[config.mk]
export PLATFORM = sky130hd
export DESIGN_NAME = fcq_host
export DESIGN_NICKNAME = d
export VERILOG_FILES = /design/src/core/fcq_pkg.sv /design/src/core/fcq_cyc_if.sv /design/src/core/fcq_cycle.sv /design/src/core/fcq_host.sv
export SDC_FILE = /design/constraint.sdc
export NUM_CORES = 1
export LEC_CHECK = 0
export BUFFER_PORTS_ARGS = -buffer_cell sky130_fd_sc_hd__buf_2
export CAP_MARGIN = 15
export CORE_ASPECT_RATIO = 0.5
export CORE_UTILIZATION = 54
export DETAILED_ROUTE_END_ITERATION = 10
export PLACE_DENSITY = 0.79
export RECOVER_POWER = 100
export SETUP_SLACK_MARGIN = 0.02
export SYNTH_ARGS = -nofsm -noshare
export SYNTH_HDL_FRONTEND = slang
export SYNTH_SLANG_ARGS = --single-unit
[constraint.sdc]
create_clock -name REF_CLK -period 7.1 [get_ports REF_CLK]
set_input_delay 1.42 -clock REF_CLK [delete_from_list [all_inputs] [get_ports REF_CLK]]
set_output_delay 1.42 -clock REF_CLK [all_outputs]
set_load 0.02 [all_outputs]
[src/core/fcq_pkg.sv]
// Shared constants and types of the parallel flash host controller.
// Assumes one 25 MHz clock; the strobe cycle counts below are in cycles of that clock.
package fcq_pkg;
	// Clock period and strobe times, with derived cycle counts (rounded up)
	localparam int unsigned CLK_PERIOD_NS = 40;
	localparam int unsigned T_WE_NS = 40;
	localparam int unsigned T_OE_NS = 80;
	localparam int unsigned WE_CYC_RAW = (T_WE_NS + CLK_PERIOD_NS - 1) / CLK_PERIOD_NS;
	localparam int unsigned OE_CYC_RAW = (T_OE_NS + CLK_PERIOD_NS - 1) / CLK_PERIOD_NS;
	localparam logic [3:0] WE_CYC = (WE_CYC_RAW < 1) ? 4'h1 : 4'(WE_CYC_RAW);
	localparam logic [3:0] OE_CYC = (OE_CYC_RAW < 1) ? 4'h1 : 4'(OE_CYC_RAW);
	// Flash pin widths and write buffer depth
	localparam int unsigned FL_AW = 22;
	localparam int unsigned FL_DW = 16;
	localparam int unsigned BUF_DEPTH = 16;
	// Register offsets (byte addresses on the APB)
	localparam logic [7:0] OFF_CTRL = 8'h00;
	localparam logic [7:0] OFF_ADDR = 8'h04;
	localparam logic [7:0] OFF_WDATA = 8'h08;
	localparam logic [7:0] OFF_COUNT = 8'h0c;
	localparam logic [7:0] OFF_STATUS = 8'h10;
	localparam logic [7:0] OFF_RDATA = 8'h14;
	localparam logic [7:0] OFF_BUF = 8'h40;
	// Field positions
	localparam int unsigned CTRL_START_BIT = 8;
	localparam int unsigned CTRL_RST_BIT = 16;
	localparam int unsigned STAT_BUSY_BIT = 0;
	localparam int unsigned STAT_ERR_BIT = 1;
	localparam int unsigned STAT_GLK_BIT = 2;
	// Values after reset
	localparam logic RST_HOLD_RESET = 1'b0;
	localparam logic [3:0] RST_COUNT = 4'h0;
	// Unlock cycles and command codes
	localparam logic [21:0] UNLK_ADDR1 = 22'h000555;
	localparam logic [21:0] UNLK_ADDR2 = 22'h0002aa;
	localparam logic [7:0] UNLK_DATA1 = 8'haa;
	localparam logic [7:0] UNLK_DATA2 = 8'h55;
	localparam logic [7:0] CMD_PERM_LOCK = 8'h87;
	localparam logic [7:0] CMD_BUF_LOAD = 8'h25;
	localparam logic [7:0] CMD_BUF_CONFIRM = 8'h29;
	localparam logic [7:0] CMD_PROGRAM = 8'ha0;
	localparam logic [7:0] CMD_PWD_COUNT = 8'h03;
	localparam logic [7:0] CMD_ZERO = 8'h00;
	// Operations that software can start
	typedef enum logic [2:0] {
		OP_READ,
		OP_WRITE,
		OP_UNLOCK,
		OP_PERM_LOCK,
		OP_BUF_PROG,
		OP_PWD_PROG,
		OP_PWD_SUBMIT,
		OP_GLB_READ
	} fcq_op_e;
	// One bus cycle of a sequence
	typedef struct packed {
		logic [21:0] addr;
		logic [15:0] data;
		logic rd;
		logic last;
	} fcq_step_s;
endpackage

[src/core/fcq_cyc_if.sv]
// Request and answer between the sequencer and the flash bus cycle engine.
// Assumes both ends run on the same clock.
`timescale 1ns/10ps
`default_nettype none
interface fcq_cyc_if;
	logic req; // Level: cycle wanted, held until done
	logic [21:0] addr; // Address of the cycle
	logic [15:0] wdata; // Write data
	logic rd; // High for a read cycle
	logic done; // One-cycle pulse: cycle finished
	logic [15:0] rdata; // Read data, valid with done
	modport seq (output req, addr, wdata, rd, input done, rdata);
	modport eng (input req, addr, wdata, rd, output done, rdata);
endinterface
`default_nettype wire

[src/core/fcq_cycle.sv]
// Flash bus cycle engine: one read or write cycle on the parallel pins.
// Assumes the flash pins are sampled synchronously to REF_CLK.
`timescale 1ns/10ps
`default_nettype none
module fcq_cycle
(
	input wire logic clk,
	input wire logic rst,
	fcq_cyc_if.eng cyc,
	output logic [21:0] fl_addr,
	output logic [15:0] fl_dq_o,
	input wire logic [15:0] fl_dq_i,
	output logic fl_dq_oe,
	output logic fl_ce_n,
	output logic fl_oe_n,
	output logic fl_we_n
);
	typedef enum logic [1:0] {E_IDLE, E_SETUP, E_STROBE, E_HOLD} fcq_eng_e;
	fcq_eng_e state_ff; // Engine state
	logic [3:0] cnt_ff; // Strobe length counter
	logic rd_ff; // Latched direction
	logic [21:0] addr_ff; // Latched address
	logic [15:0] wdat_ff; // Latched write data
	logic [15:0] rdat_ff; // Captured read data
	wire strobe_end = (state_ff == E_STROBE) && (cnt_ff == 4'h1); // Last strobe cycle
	// Pin outputs straight from state and latched request
	assign fl_addr = addr_ff;
	assign fl_dq_o = wdat_ff;
	assign fl_dq_oe = (state_ff != E_IDLE) && !rd_ff;
	assign fl_ce_n = (state_ff == E_IDLE);
	assign fl_oe_n = !((state_ff == E_STROBE) && rd_ff);
	assign fl_we_n = !((state_ff == E_STROBE) && !rd_ff);
	assign cyc.done = (state_ff == E_HOLD);
	assign cyc.rdata = rdat_ff;
	// Cycle sequencing: setup, strobe for the timed length, hold
	always_ff @(posedge clk or posedge rst)
	begin
		if (rst)
		begin
			state_ff <= E_IDLE;
			cnt_ff <= 4'h0;
			rd_ff <= 1'b1;
			addr_ff <= '0;
			wdat_ff <= '0;
			rdat_ff <= '0;
		end
		else
		begin
			unique case (state_ff)
				// Latch the request so it stays still for the whole cycle
				E_IDLE:
				begin
					if (cyc.req)
					begin
						addr_ff <= cyc.addr;
						wdat_ff <= cyc.wdata;
						rd_ff <= cyc.rd;
						state_ff <= E_SETUP;
					end
				end
				// Address settles before the strobe falls
				E_SETUP:
				begin
					cnt_ff <= cyc.rd ? fcq_pkg::OE_CYC : fcq_pkg::WE_CYC;
					state_ff <= E_STROBE;
				end
				// Strobe low; read data taken on its last cycle
				E_STROBE:
				begin
					cnt_ff <= cnt_ff - 4'h1;
					if (strobe_end)
					begin
						if (rd_ff)
						begin
							rdat_ff <= fl_dq_i;
						end
						state_ff <= E_HOLD;
					end
				end
				// Strobe high again; answer the sequencer
				E_HOLD:
				begin
					state_ff <= E_IDLE;
				end
			endcase
		end
	end
endmodule
`default_nettype wire

[src/core/fcq_host.sv]
// Host controller for a 16-bit asynchronous parallel flash: APB register
// slave that runs single cycles and whole command sequences on the pins.
// Assumes an APB master on REF_CLK and a flash wired to the FL_ pins.
//
// Local design decisions: the register addresses and register access over APB.
`timescale 1ns/10ps
`default_nettype none
// How it works
// - Permanent lock only after global status reads one
// - Buffer count is words minus one, max 15
// - Buffered words keep first word's upper address
// - Small boot sectors read by own address
// - Password programmed portion by portion, full sequence
module fcq_host
(
	input wire logic REF_CLK,
	input wire logic SYS_RST,
	input wire logic PSEL,
	input wire logic PENABLE,
	input wire logic PWRITE,
	input wire logic [7:0] PADDR,
	input wire logic [31:0] PWDATA,
	output logic [31:0] PRDATA,
	output logic PREADY,
	output logic PSLVERR,
	output logic [21:0] FL_ADDR,
	output logic [15:0] FL_DQ_O,
	input wire logic [15:0] FL_DQ_I,
	output logic FL_DQ_OE,
	output logic FL_CE_N,
	output logic FL_OE_N,
	output logic FL_WE_N,
	output logic FL_RST_N
);
	typedef enum logic [0:0] {S_IDLE, S_RUN} fcq_seq_e;
	fcq_cyc_if cyc (); // Link to the cycle engine
	fcq_seq_e state_ff; // Sequencer state
	fcq_pkg::fcq_op_e op_ff; // Operation being run
	logic [4:0] step_ff; // Bus cycle index within the sequence
	logic [21:0] addr_ff; // Software address register
	logic [15:0] wdata_ff; // Software write data register
	logic [3:0] buffer_word_count_ff; // Words minus one for buffered programming
	logic [15:0] rdata_ff; // Last read data from the flash
	logic hold_rst_ff; // Holds flash in reset while set
	logic err_ff; // Sticky refusal flag
	logic glk_ok_ff; // Global lock status last read as one
	logic [15:0] buf_mem [fcq_pkg::BUF_DEPTH]; // Write buffer and password words
	logic [31:0] prdata_ff; // Read data for the access phase
	// APB decode
	wire setup_ph = PSEL && !PENABLE; // First cycle of a transfer
	wire wr_take = PSEL && PENABLE && PWRITE; // Write takes effect here
	wire hit_buf = (PADDR[7:6] == fcq_pkg::OFF_BUF[7:6]) && (PADDR[1:0] == 2'b00);
	wire hit_reg = (PADDR == fcq_pkg::OFF_CTRL) || (PADDR == fcq_pkg::OFF_ADDR)
		|| (PADDR == fcq_pkg::OFF_WDATA) || (PADDR == fcq_pkg::OFF_COUNT)
		|| (PADDR == fcq_pkg::OFF_STATUS) || (PADDR == fcq_pkg::OFF_RDATA);
	wire hit = hit_buf || hit_reg;
	wire [3:0] buf_sel = PADDR[5:2]; // Buffer word picked by the bus
	wire busy = (state_ff == S_RUN);
	wire wr_ctrl = wr_take && (PADDR == fcq_pkg::OFF_CTRL);
	wire start = wr_ctrl && PWDATA[fcq_pkg::CTRL_START_BIT] && !busy;
	wire [2:0] start_op = PWDATA[2:0];
	wire perm_refused = start && (start_op == 3'(fcq_pkg::OP_PERM_LOCK)) && !glk_ok_ff;
	wire go = start && !perm_refused; // Sequence really begins
	wire refuse = (wr_ctrl && PWDATA[fcq_pkg::CTRL_START_BIT] && busy) || perm_refused;
	wire err_clr = wr_take && (PADDR == fcq_pkg::OFF_STATUS) && PWDATA[fcq_pkg::STAT_ERR_BIT];
	assign PREADY = 1'b1; // Every access completes in its first access cycle
	assign PSLVERR = PSEL && PENABLE && !hit;
	assign PRDATA = prdata_ff;
	assign FL_RST_N = !hold_rst_ff;

	// Command code in the low byte; upper byte driven to zero
	function automatic logic [15:0] cmd(input logic [7:0] code);
		cmd = {8'h00, code};
	endfunction

	// Decode one bus cycle of the running operation
	function automatic fcq_pkg::fcq_step_s step_of(
		input fcq_pkg::fcq_op_e op,
		input logic [4:0] s,
		input logic [21:0] a,
		input logic [15:0] d,
		input logic [3:0] wc,
		input logic [15:0] bw
	);
		fcq_pkg::fcq_step_s r;
		logic [4:0] widx;
		r = '{addr: a, data: d, rd: 1'b0, last: 1'b1};
		widx = s - 5'd4;
		unique case (op)
			// Single cycles, including block and lock status reads
			fcq_pkg::OP_READ, fcq_pkg::OP_GLB_READ:
			begin
				r.rd = 1'b1;
			end
			fcq_pkg::OP_WRITE:
			begin
				r.last = 1'b1;
			end
			// Two unlock cycles, then the command; permanent lock adds 00H
			fcq_pkg::OP_UNLOCK, fcq_pkg::OP_PERM_LOCK:
			begin
				r.last = (op == fcq_pkg::OP_UNLOCK) ? (s == 5'd2) : (s == 5'd3);
				unique case (s[1:0])
					2'd0: r = '{fcq_pkg::UNLK_ADDR1, cmd(fcq_pkg::UNLK_DATA1), 1'b0, 1'b0};
					2'd1: r = '{fcq_pkg::UNLK_ADDR2, cmd(fcq_pkg::UNLK_DATA2), 1'b0, 1'b0};
					2'd2:
					begin
						r.addr = fcq_pkg::UNLK_ADDR1;
						r.data = (op == fcq_pkg::OP_UNLOCK) ? cmd(d[7:0])
							: cmd(fcq_pkg::CMD_PERM_LOCK);
					end
					2'd3: r.data = cmd(fcq_pkg::CMD_ZERO);
				endcase
			end
			// Unlock, load, count, words, confirm
			fcq_pkg::OP_BUF_PROG:
			begin
				r.last = 1'b0;
				if (s == 5'd0)
				begin
					r = '{fcq_pkg::UNLK_ADDR1, cmd(fcq_pkg::UNLK_DATA1), 1'b0, 1'b0};
				end
				else if (s == 5'd1)
				begin
					r = '{fcq_pkg::UNLK_ADDR2, cmd(fcq_pkg::UNLK_DATA2), 1'b0, 1'b0};
				end
				else if (s == 5'd2)
				begin
					r.data = cmd(fcq_pkg::CMD_BUF_LOAD);
				end
				else if (s == 5'd3)
				begin
					r.data = {12'h000, wc};
				end
				else if (widx <= {1'b0, wc})
				begin
					// Low nibble steps, upper address stays that of word zero
					r.addr = {a[21:4], a[3:0] + widx[3:0]};
					r.data = bw;
				end
				else
				begin
					r.data = cmd(fcq_pkg::CMD_BUF_CONFIRM);
					r.last = 1'b1;
				end
			end
			// Program command then one portion, four times over
			fcq_pkg::OP_PWD_PROG:
			begin
				r.last = (s == 5'd7);
				if (!s[0])
				begin
					r.data = cmd(fcq_pkg::CMD_PROGRAM);
				end
				else
				begin
					r.addr = {a[21:2], s[2:1]};
					r.data = bw;
				end
			end
			// Submit: 25H, count 03H, four portions, 29H, all near address zero
			fcq_pkg::OP_PWD_SUBMIT:
			begin
				r.addr = '0;
				r.last = (s == 5'd6);
				if (s == 5'd0)
				begin
					r.data = cmd(fcq_pkg::CMD_BUF_LOAD);
				end
				else if (s == 5'd1)
				begin
					r.data = cmd(fcq_pkg::CMD_PWD_COUNT);
				end
				else if (s == 5'd6)
				begin
					r.data = cmd(fcq_pkg::CMD_BUF_CONFIRM);
				end
				else
				begin
					r.addr = {20'h00000, widx[1:0] + 2'd2};
					r.data = bw;
				end
			end
		endcase
		step_of = r;
	endfunction

	// Buffer word that the current step uses
	wire [4:0] word_idx = (op_ff == fcq_pkg::OP_BUF_PROG) ? (step_ff - 5'd4)
		: (op_ff == fcq_pkg::OP_PWD_PROG) ? {3'b000, step_ff[2:1]}
		: (step_ff - 5'd2);
	wire [15:0] cur_word = buf_mem[word_idx[3:0]];
	wire fcq_pkg::fcq_step_s cur = step_of(op_ff, step_ff, addr_ff, wdata_ff,
		buffer_word_count_ff, cur_word);
	assign cyc.req = busy;
	assign cyc.addr = cur.addr;
	assign cyc.wdata = cur.data;
	assign cyc.rd = cur.rd;
	wire seq_end = cyc.done && cur.last; // Final cycle finished

	// Sequencer: run steps until the last one completes
	always_ff @(posedge REF_CLK or posedge SYS_RST)
	begin
		if (SYS_RST)
		begin
			state_ff <= S_IDLE;
			op_ff <= fcq_pkg::OP_READ;
			step_ff <= 5'd0;
		end
		else if (go)
		begin
			state_ff <= S_RUN;
			op_ff <= fcq_pkg::fcq_op_e'(start_op);
			step_ff <= 5'd0;
		end
		else if (cyc.done)
		begin
			step_ff <= step_ff + 5'd1;
			if (cur.last)
			begin
				state_ff <= S_IDLE;
			end
		end
	end

	// Software registers; busy blocks changes to the operands
	always_ff @(posedge REF_CLK or posedge SYS_RST)
	begin
		if (SYS_RST)
		begin
			addr_ff <= '0;
			wdata_ff <= '0;
			buffer_word_count_ff <= fcq_pkg::RST_COUNT;
			hold_rst_ff <= fcq_pkg::RST_HOLD_RESET;
		end
		else if (wr_take && !busy)
		begin
			if (PADDR == fcq_pkg::OFF_ADDR)
			begin
				addr_ff <= PWDATA[21:0];
			end
			if (PADDR == fcq_pkg::OFF_WDATA)
			begin
				wdata_ff <= PWDATA[15:0];
			end
			if (PADDR == fcq_pkg::OFF_COUNT)
			begin
				buffer_word_count_ff <= PWDATA[3:0];
			end
			if (PADDR == fcq_pkg::OFF_CTRL)
			begin
				hold_rst_ff <= PWDATA[fcq_pkg::CTRL_RST_BIT];
			end
		end
	end

	// Buffer words written by software while idle
	always_ff @(posedge REF_CLK)
	begin
		if (wr_take && hit_buf && !busy)
		begin
			buf_mem[buf_sel] <= PWDATA[15:0];
		end
	end

	// Read data capture, error flag and global lock status
	always_ff @(posedge REF_CLK or posedge SYS_RST)
	begin
		if (SYS_RST)
		begin
			rdata_ff <= '0;
			err_ff <= 1'b0;
			glk_ok_ff <= 1'b0;
		end
		else
		begin
			if (cyc.done && cur.rd)
			begin
				rdata_ff <= cyc.rdata;
			end
			// Set wins over a clear in the same cycle
			err_ff <= refuse || (err_ff && !err_clr);
			if (seq_end && (op_ff == fcq_pkg::OP_GLB_READ))
			begin
				glk_ok_ff <= cyc.rdata[0];
			end
			else if (seq_end && (op_ff == fcq_pkg::OP_PERM_LOCK))
			begin
				glk_ok_ff <= 1'b0;
			end
		end
	end

	// Read mux, captured in the setup cycle
	always_ff @(posedge REF_CLK or posedge SYS_RST)
	begin
		if (SYS_RST)
		begin
			prdata_ff <= '0;
		end
		else if (setup_ph)
		begin
			prdata_ff <= '0;
			if (hit_buf)
			begin
				prdata_ff <= {16'h0000, buf_mem[buf_sel]};
			end
			unique case (PADDR)
				fcq_pkg::OFF_CTRL: prdata_ff <= {15'h0000, hold_rst_ff, 5'h00, op_ff, 8'h00};
				fcq_pkg::OFF_ADDR: prdata_ff <= {10'h000, addr_ff};
				fcq_pkg::OFF_WDATA: prdata_ff <= {16'h0000, wdata_ff};
				fcq_pkg::OFF_COUNT: prdata_ff <= {28'h0000000, buffer_word_count_ff};
				fcq_pkg::OFF_STATUS: prdata_ff <= {29'h00000000, glk_ok_ff, err_ff, busy};
				fcq_pkg::OFF_RDATA: prdata_ff <= {16'h0000, rdata_ff};
				default: ;
			endcase
		end
	end

	// Pin timing engine
	fcq_cycle u_cycle
	(
		.clk(REF_CLK),
		.rst(SYS_RST),
		.cyc(cyc),
		.fl_addr(FL_ADDR),
		.fl_dq_o(FL_DQ_O),
		.fl_dq_i(FL_DQ_I),
		.fl_dq_oe(FL_DQ_OE),
		.fl_ce_n(FL_CE_N),
		.fl_oe_n(FL_OE_N),
		.fl_we_n(FL_WE_N)
	);
endmodule
`default_nettype wire

# Word-level counts from Yosys, hierarchy flattened
# Memories as Yosys holds them, arrays and structs flattened.
# Index checks and enable logic that the tools add are counted.
[totals]
latchBits = 0
reg_bits = 163
elab_cells = 165
ram_bits = 256
n_memories = 1
mem_bits_ro = 0
output_inout_bits = 77
[memory_table]
columns = ["name", "words", "width", "rd", "rd_clocked_by_memory_dff", "wr", "line", "source"]
rows = [
  ["buf_mem", 16, 16, 2, 0, 1, "fcq_host.sv:47", "logic [15:0] buf_mem [fcq_pkg::BUF_DEPTH];"],
]
[op_classes]
mux = 46
mul = 0
div = 0
bitwise_logic = 0
addsub = 6
shift = 0
n_eq_ne = 27
magnitude_cmp = 1
n_reduce_logical = 67
[ops]
columns = ["op", "n"]
rows = [
  ["38-bit case mux with 4 select lines", 1],
  ["22-bit case mux with 6 select lines", 1],
  ["16-bit 2-to-1 mux", 8],
  ["16-bit case mux with 4 select lines", 1],
  ["22-bit case mux with 2 select lines", 1],
  ["40-bit 2-to-1 mux", 1],
  ["38-bit 2-to-1 mux", 1],
  ["1-bit logical AND", 26],
  ["22-bit 2-to-1 mux", 1],
  ["4-bit 2-to-1 mux", 5],
  ["8-bit by 4-bit == test with 1-bit output (second input constant)", 2],
  ["8-bit by 5-bit == test with 1-bit output (second input constant)", 2],
  ["2-bit AND reduction", 7],
  ["1-bit 2-to-1 mux", 13],
  ["3-bit == test (second input constant)", 4],
  ["2-bit 2-to-1 mux", 6],
  ["5-bit by 2-bit == test with 1-bit output (second input constant)", 2],
  ["5-bit by 3-bit == test with 1-bit output (second input constant)", 2],
  ["1-bit zero test", 10],
  ["5-bit 2-to-1 mux", 2],
  ["2-bit nonzero test", 5],
  ["3-bit by 2-bit == test with 1-bit output (second input constant)", 3],
  ["2-bit == test (second input constant)", 4],
  ["8-bit by 3-bit == test with 1-bit output (second input constant)", 1],
  ["23 further kinds", 38],
]

# Longest topological paths before layout
# An unclocked memory read counts as a cell.
[depth]
ltp_word = 14
ltp_mapped = 12
mapped_depth_nobuf = 11

# Cells and area by module
# A second synthesis with hierarchy kept.
[hier_totals]
hier_cells = 1574
hier_area_um2 = 20405.8
[modules_own_cells]
columns = ["module", "area_each_um2", "instances", "cells_each"]
rows = [
  ["fcq_host", 17919.7, 1, 1415],
  ["fcq_cycle", 2486.1, 1, 159],
]

# Worst setup path before layout
# Ideal clock, no wire load.
[synth_path]
kind = "input-to-output"
start = "input port PADDR[3]"
end = "output port PSLVERR"
n_path_buf = 4
cell_stages = 6
arrival_ns = 3.094
path_slack_ns = 2.586
path_cell_list = "buf_2 -> buf_2 -> buf_2 -> buf_1 -> nor2_1 -> nor4_1"
[synth_via]
elab_chain_len = 9
[synth_lines]
columns = ["element", "line", "source"]
rows = [
  ["start, declared", "fcq_host.sv:21", "input wire logic [7:0] PADDR,"],
  ["8-bit by 3-bit == test with 1-bit output / 8-bit zero test (equally long branches)", "fcq_host.sv:53", "wire hit_reg = (PADDR == fcq_pkg::OFF_CTRL) || (PADDR == fcq_pkg::OFF_ADDR)"],
  ["1-bit logical OR", "fcq_host.sv:53", ""],
  ["1-bit logical OR (2 in a row)", "fcq_host.sv:54", "|| (PADDR == fcq_pkg::OFF_WDATA) || (PADDR == fcq_pkg::OFF_COUNT)"],
  ["1-bit logical OR", "fcq_host.sv:55", "|| (PADDR == fcq_pkg::OFF_STATUS) || (PADDR == fcq_pkg::OFF_RDATA);"],
  ["1-bit logical OR *", "fcq_host.sv:55", ""],
  ["1-bit logical OR *", "fcq_host.sv:56", "wire hit = hit_buf || hit_reg;"],
  ["1-bit zero test *", "fcq_host.sv:67", "assign PSLVERR = PSEL && PENABLE && !hit;"],
  ["1-bit logical AND *", "fcq_host.sv:67", ""],
  ["end, declared", "fcq_host.sv:25", "output logic PSLVERR,"],
]
# Every way passes the cells marked *; elsewhere a longest branch is shown, timed or not.

# Final worst setup path
[layout_path]
start = "input port PADDR[5]"
end = "output port PSLVERR"
# Same word-level chain as after synthesis.

==> results.cfg <==
[run_status]
status = finished, violations left
violations = design-rule violations, max-capacitance violations, max-slew violations

[cells_and_area]
fin_area_um2 = 22200
nNetsFinal = 1713
fin_util_pct = 61.0
syn_to_final_growth_pct = 10.0
layout-drive-gt1-share_pct = 17.2
layout.cells.non_filler = 2139
diodes = 0

[clock_tree]
cts_buffers = 37
cts_tree = yes
cts_hold_buf = 0
cts_resized = 0
clk_pin_slew_ps = 70
cts_sinks = 409
clock_tree.htree_level_count = 2
clkLatencyLatePin_ps = 560
cts_max_path_buffers = 3
clock-root-buffer = clkbuf_16
post-cts-setup-buffers = 0

[pwr]
p_int_mw = 4.56
pwr-share-clk_pct = 30.2
power.density_nw_per_um2 = 321
pwr-share-seq_pct = 37.8
switchingPower_mw = 2.56
vdd_ir_drop_max_uv = 233
p_leak_nw = 8.21
switching_share_pct = 35.9
comb_power_share_pct = 32.0

[yosys]
synth-main-ff-cell = edfxtp_1
ys.warnings.count = 0
synth_edf_count = 256
synth.cell_area_um2 = 20100
synth_seq_cells = 409
synth_area_per_cell_um2 = 13.0
synth.distinct_cells = 73
synth_area_leader_cell = edfxtp_1
netlist_instances = 1545
ys_top_cells_by_area = edfxtp_1 (38%), dfrtp_1 (19%), mux4_2 (8.9%)
yosysSeqAreaShare_pct = 57.2
netlist.area_leader.share_pct = 38.2
async_reset_ff_share_pct = 37.4

[detailed_routing]
dr_total_vias = 14371
drc = 6
wl_per_cell_um = 27.1
via_per_inst = 6.72
dr.pass1.iters = 9
drt_iter0_markers = 2339
ant_nets = 0
totalWireLength_mm = 58.0

[worst_setup_path]
crit_type = in2out
required_ps = 5680
cpMostUsedCell = clkbuf_1
worst_path_largest_cell_delay_ps = 1550
cp-start-kind = primary input
arrival_ps = 4360
cp_max_fo = 25
endpoint_kind = output port
cpMaxStageDelayCell = clkbuf_1
cp_cell_sequence = clkbuf_1, nor2_1, and2_0, nor4_1, clkbuf_1

[grt]
grt_max_degree = 87
grt_pass1_wl_mm = 87.2
grt_pass1_vias = 13910
antenna_found_initial = 1
grt.total_usage_pct = 30.7
grt_overflow_total = 0

[flow_run]
cap_violations = 6

[floorplan]
dieArea_um2 = 38100
initial_utilization_pct = 55.5
io_pins = 138
fp.dieH_um = 139
die_w_um = 275
core_um2 = 36300
rows = 49

[placed_design]
placed_cells = 2070
hpwl_mm = 37.1
gp_congestion = 0.985
post_dp_cell_area_um2 = 21100
pre_cts_slack_ps = 2420
port_buffers = 116

[timing]
finalWorstSetupSlack_ps = 1320
slew_viol_final = 290
tightest_slew_ps = 2930
fin_tns_setup_ps = 0
setup_viol = 0
clock_skew_ps = 23.4
hold_viol = 0
rsz0062_at_grt = false
finalCritPeriodShare_pct = 81.4
relSlewSlack_pct = -96.2
fin_crit_ps = 5780
fmax_mhz = 173

[worst_hold_path]
hp-class = reg2reg
-- metal layers --
layer  wire length [um]  global-route usage (%)  vias up  part of all wire (%)
met5                 13                       0        -                 0.022
met3               7810                    9.21      134                    13
met1              22500                    43.7     7169                    39
met2              25900                    45.6      968                    45
li1                   -                       -     6098                     -
met4               1790                    9.31        2                   3.1
-- state kept, by name, summed over array words and instances (netlist names), 2 cells and up --
name,flops
buf_mem,256
PRDATA,22
addr_ff,22
u_cycle.fl_addr,22
rdata_ff,16
u_cycle.cyc.rdata,16
u_cycle.fl_dq_o,16
wdata_ff,16
step_ff,5
buffer_word_count_ff,4
u_cycle.cnt_ff,4
op_ff,3
u_cycle.state_ff,2
-- critical path: cells and delay by family --
kind	cells	cell delay [ps]
buffers and inverters	2	1820
and+or+nand+nor	3	1120
-- Yosys cell counts, drive strengths merged (33+ instances only) --
master,number
buf,72
mux4,80
clkbuf,49
a211oi,104
edfxtp,256
nand2,165
and2,33
mux2i,35
dfrtp,152
o21ai,71
mux2,80
a31oi,33
a21oi,52
nor2b,37
nor2,63
-- cell usage in the layout (no fill, tap or decap), types with 22 or more instances in the layout --
cell,synthesis,routed
edfxtp_1,256,256
nand2_1,165,165
dfrtp_1,152,152
clkbuf_1,49,110
a211oi_1,104,104
mux2_2,80,80
mux4_2,80,80
o21ai_0,68,68
nor2_1,63,63
a21oi_1,52,51
clkbuf_16,0,39
nor2b_1,37,37
mux2i_1,34,34
a31oi_1,33,33
buf_2,32,30
and2_1,25,24
ha_1,24,24
inv_1,23,22
-- cell type report --
type / count / area [um2]
clock buffers: 45 / 1020
clock inverters: 22 / 267
fillers: 2765 / 14100
inverters: 23 / 87.6
multi-input cells: 1001 / 7950
flip-flops and latches: 409 / 11500
well taps: 484 / 606
repair buffers: 155 / 712
-- power groups by stage --
stage	Clock, mW	Sequential (mW)	Combinational [mW]
after floorplan	0	2.72	1.63
after global placement	0	2.74	2.15
after detailed placement	0	2.74	2.19
after CTS	2.16	2.69	2.23
after global routing	2.26	2.70	2.43
final	2.15	2.70	2.28
-- final timing paths --
| check | end | slack (ps) | cells past startpoint | start |
|---|---|---|---|---|
| worst min register to register | PRDATA[13] | 480 | 1 | PRDATA[13] |
| worst max-delay path | PSLVERR | 1320 | 5 | PADDR[5] |
| worst min-delay path | PRDATA[13] | 480 | 1 | PRDATA[13] |
| min in group asynchronous | u_cycle.fl_addr[18] | 1700 | 2 | SYS_RST |
| max in group asynchronous | wdata_ff[10] | 2630 | 3 | SYS_RST |
| worst max register to register | u_cycle.fl_dq_o[7] | 1540 | 8 | op_ff[1] |
-- through the flow --
stage                     hold slack [ps]  total power [mW]
after detailed placement              460              4.93
after global placement                459              4.88
after floorplan                       448              4.35
after CTS                             477              7.08
final                                 476              7.12
after global routing                  495              7.39
-- cell families (layout without fill, tap and decap cells) --
family | after synthesis | count (layout) | share of synthesized area (%)
buffers and inverters | 144 | 245 | 3.61
AOI/OAI and AO/OA | 379 | 379 | 13.0
adders and majority gates | 25 | 25 | 1.59
muxes | 195 | 195 | 15.2
other | 2 | 11 | 0.0373
DFF | 409 | 409 | 57.2
and+or+nand+nor | 381 | 381 | 8.95
xor gates and xnor gates | 10 | 10 | 0.435
Note: power is estimated with default switching activity, not from simulation.
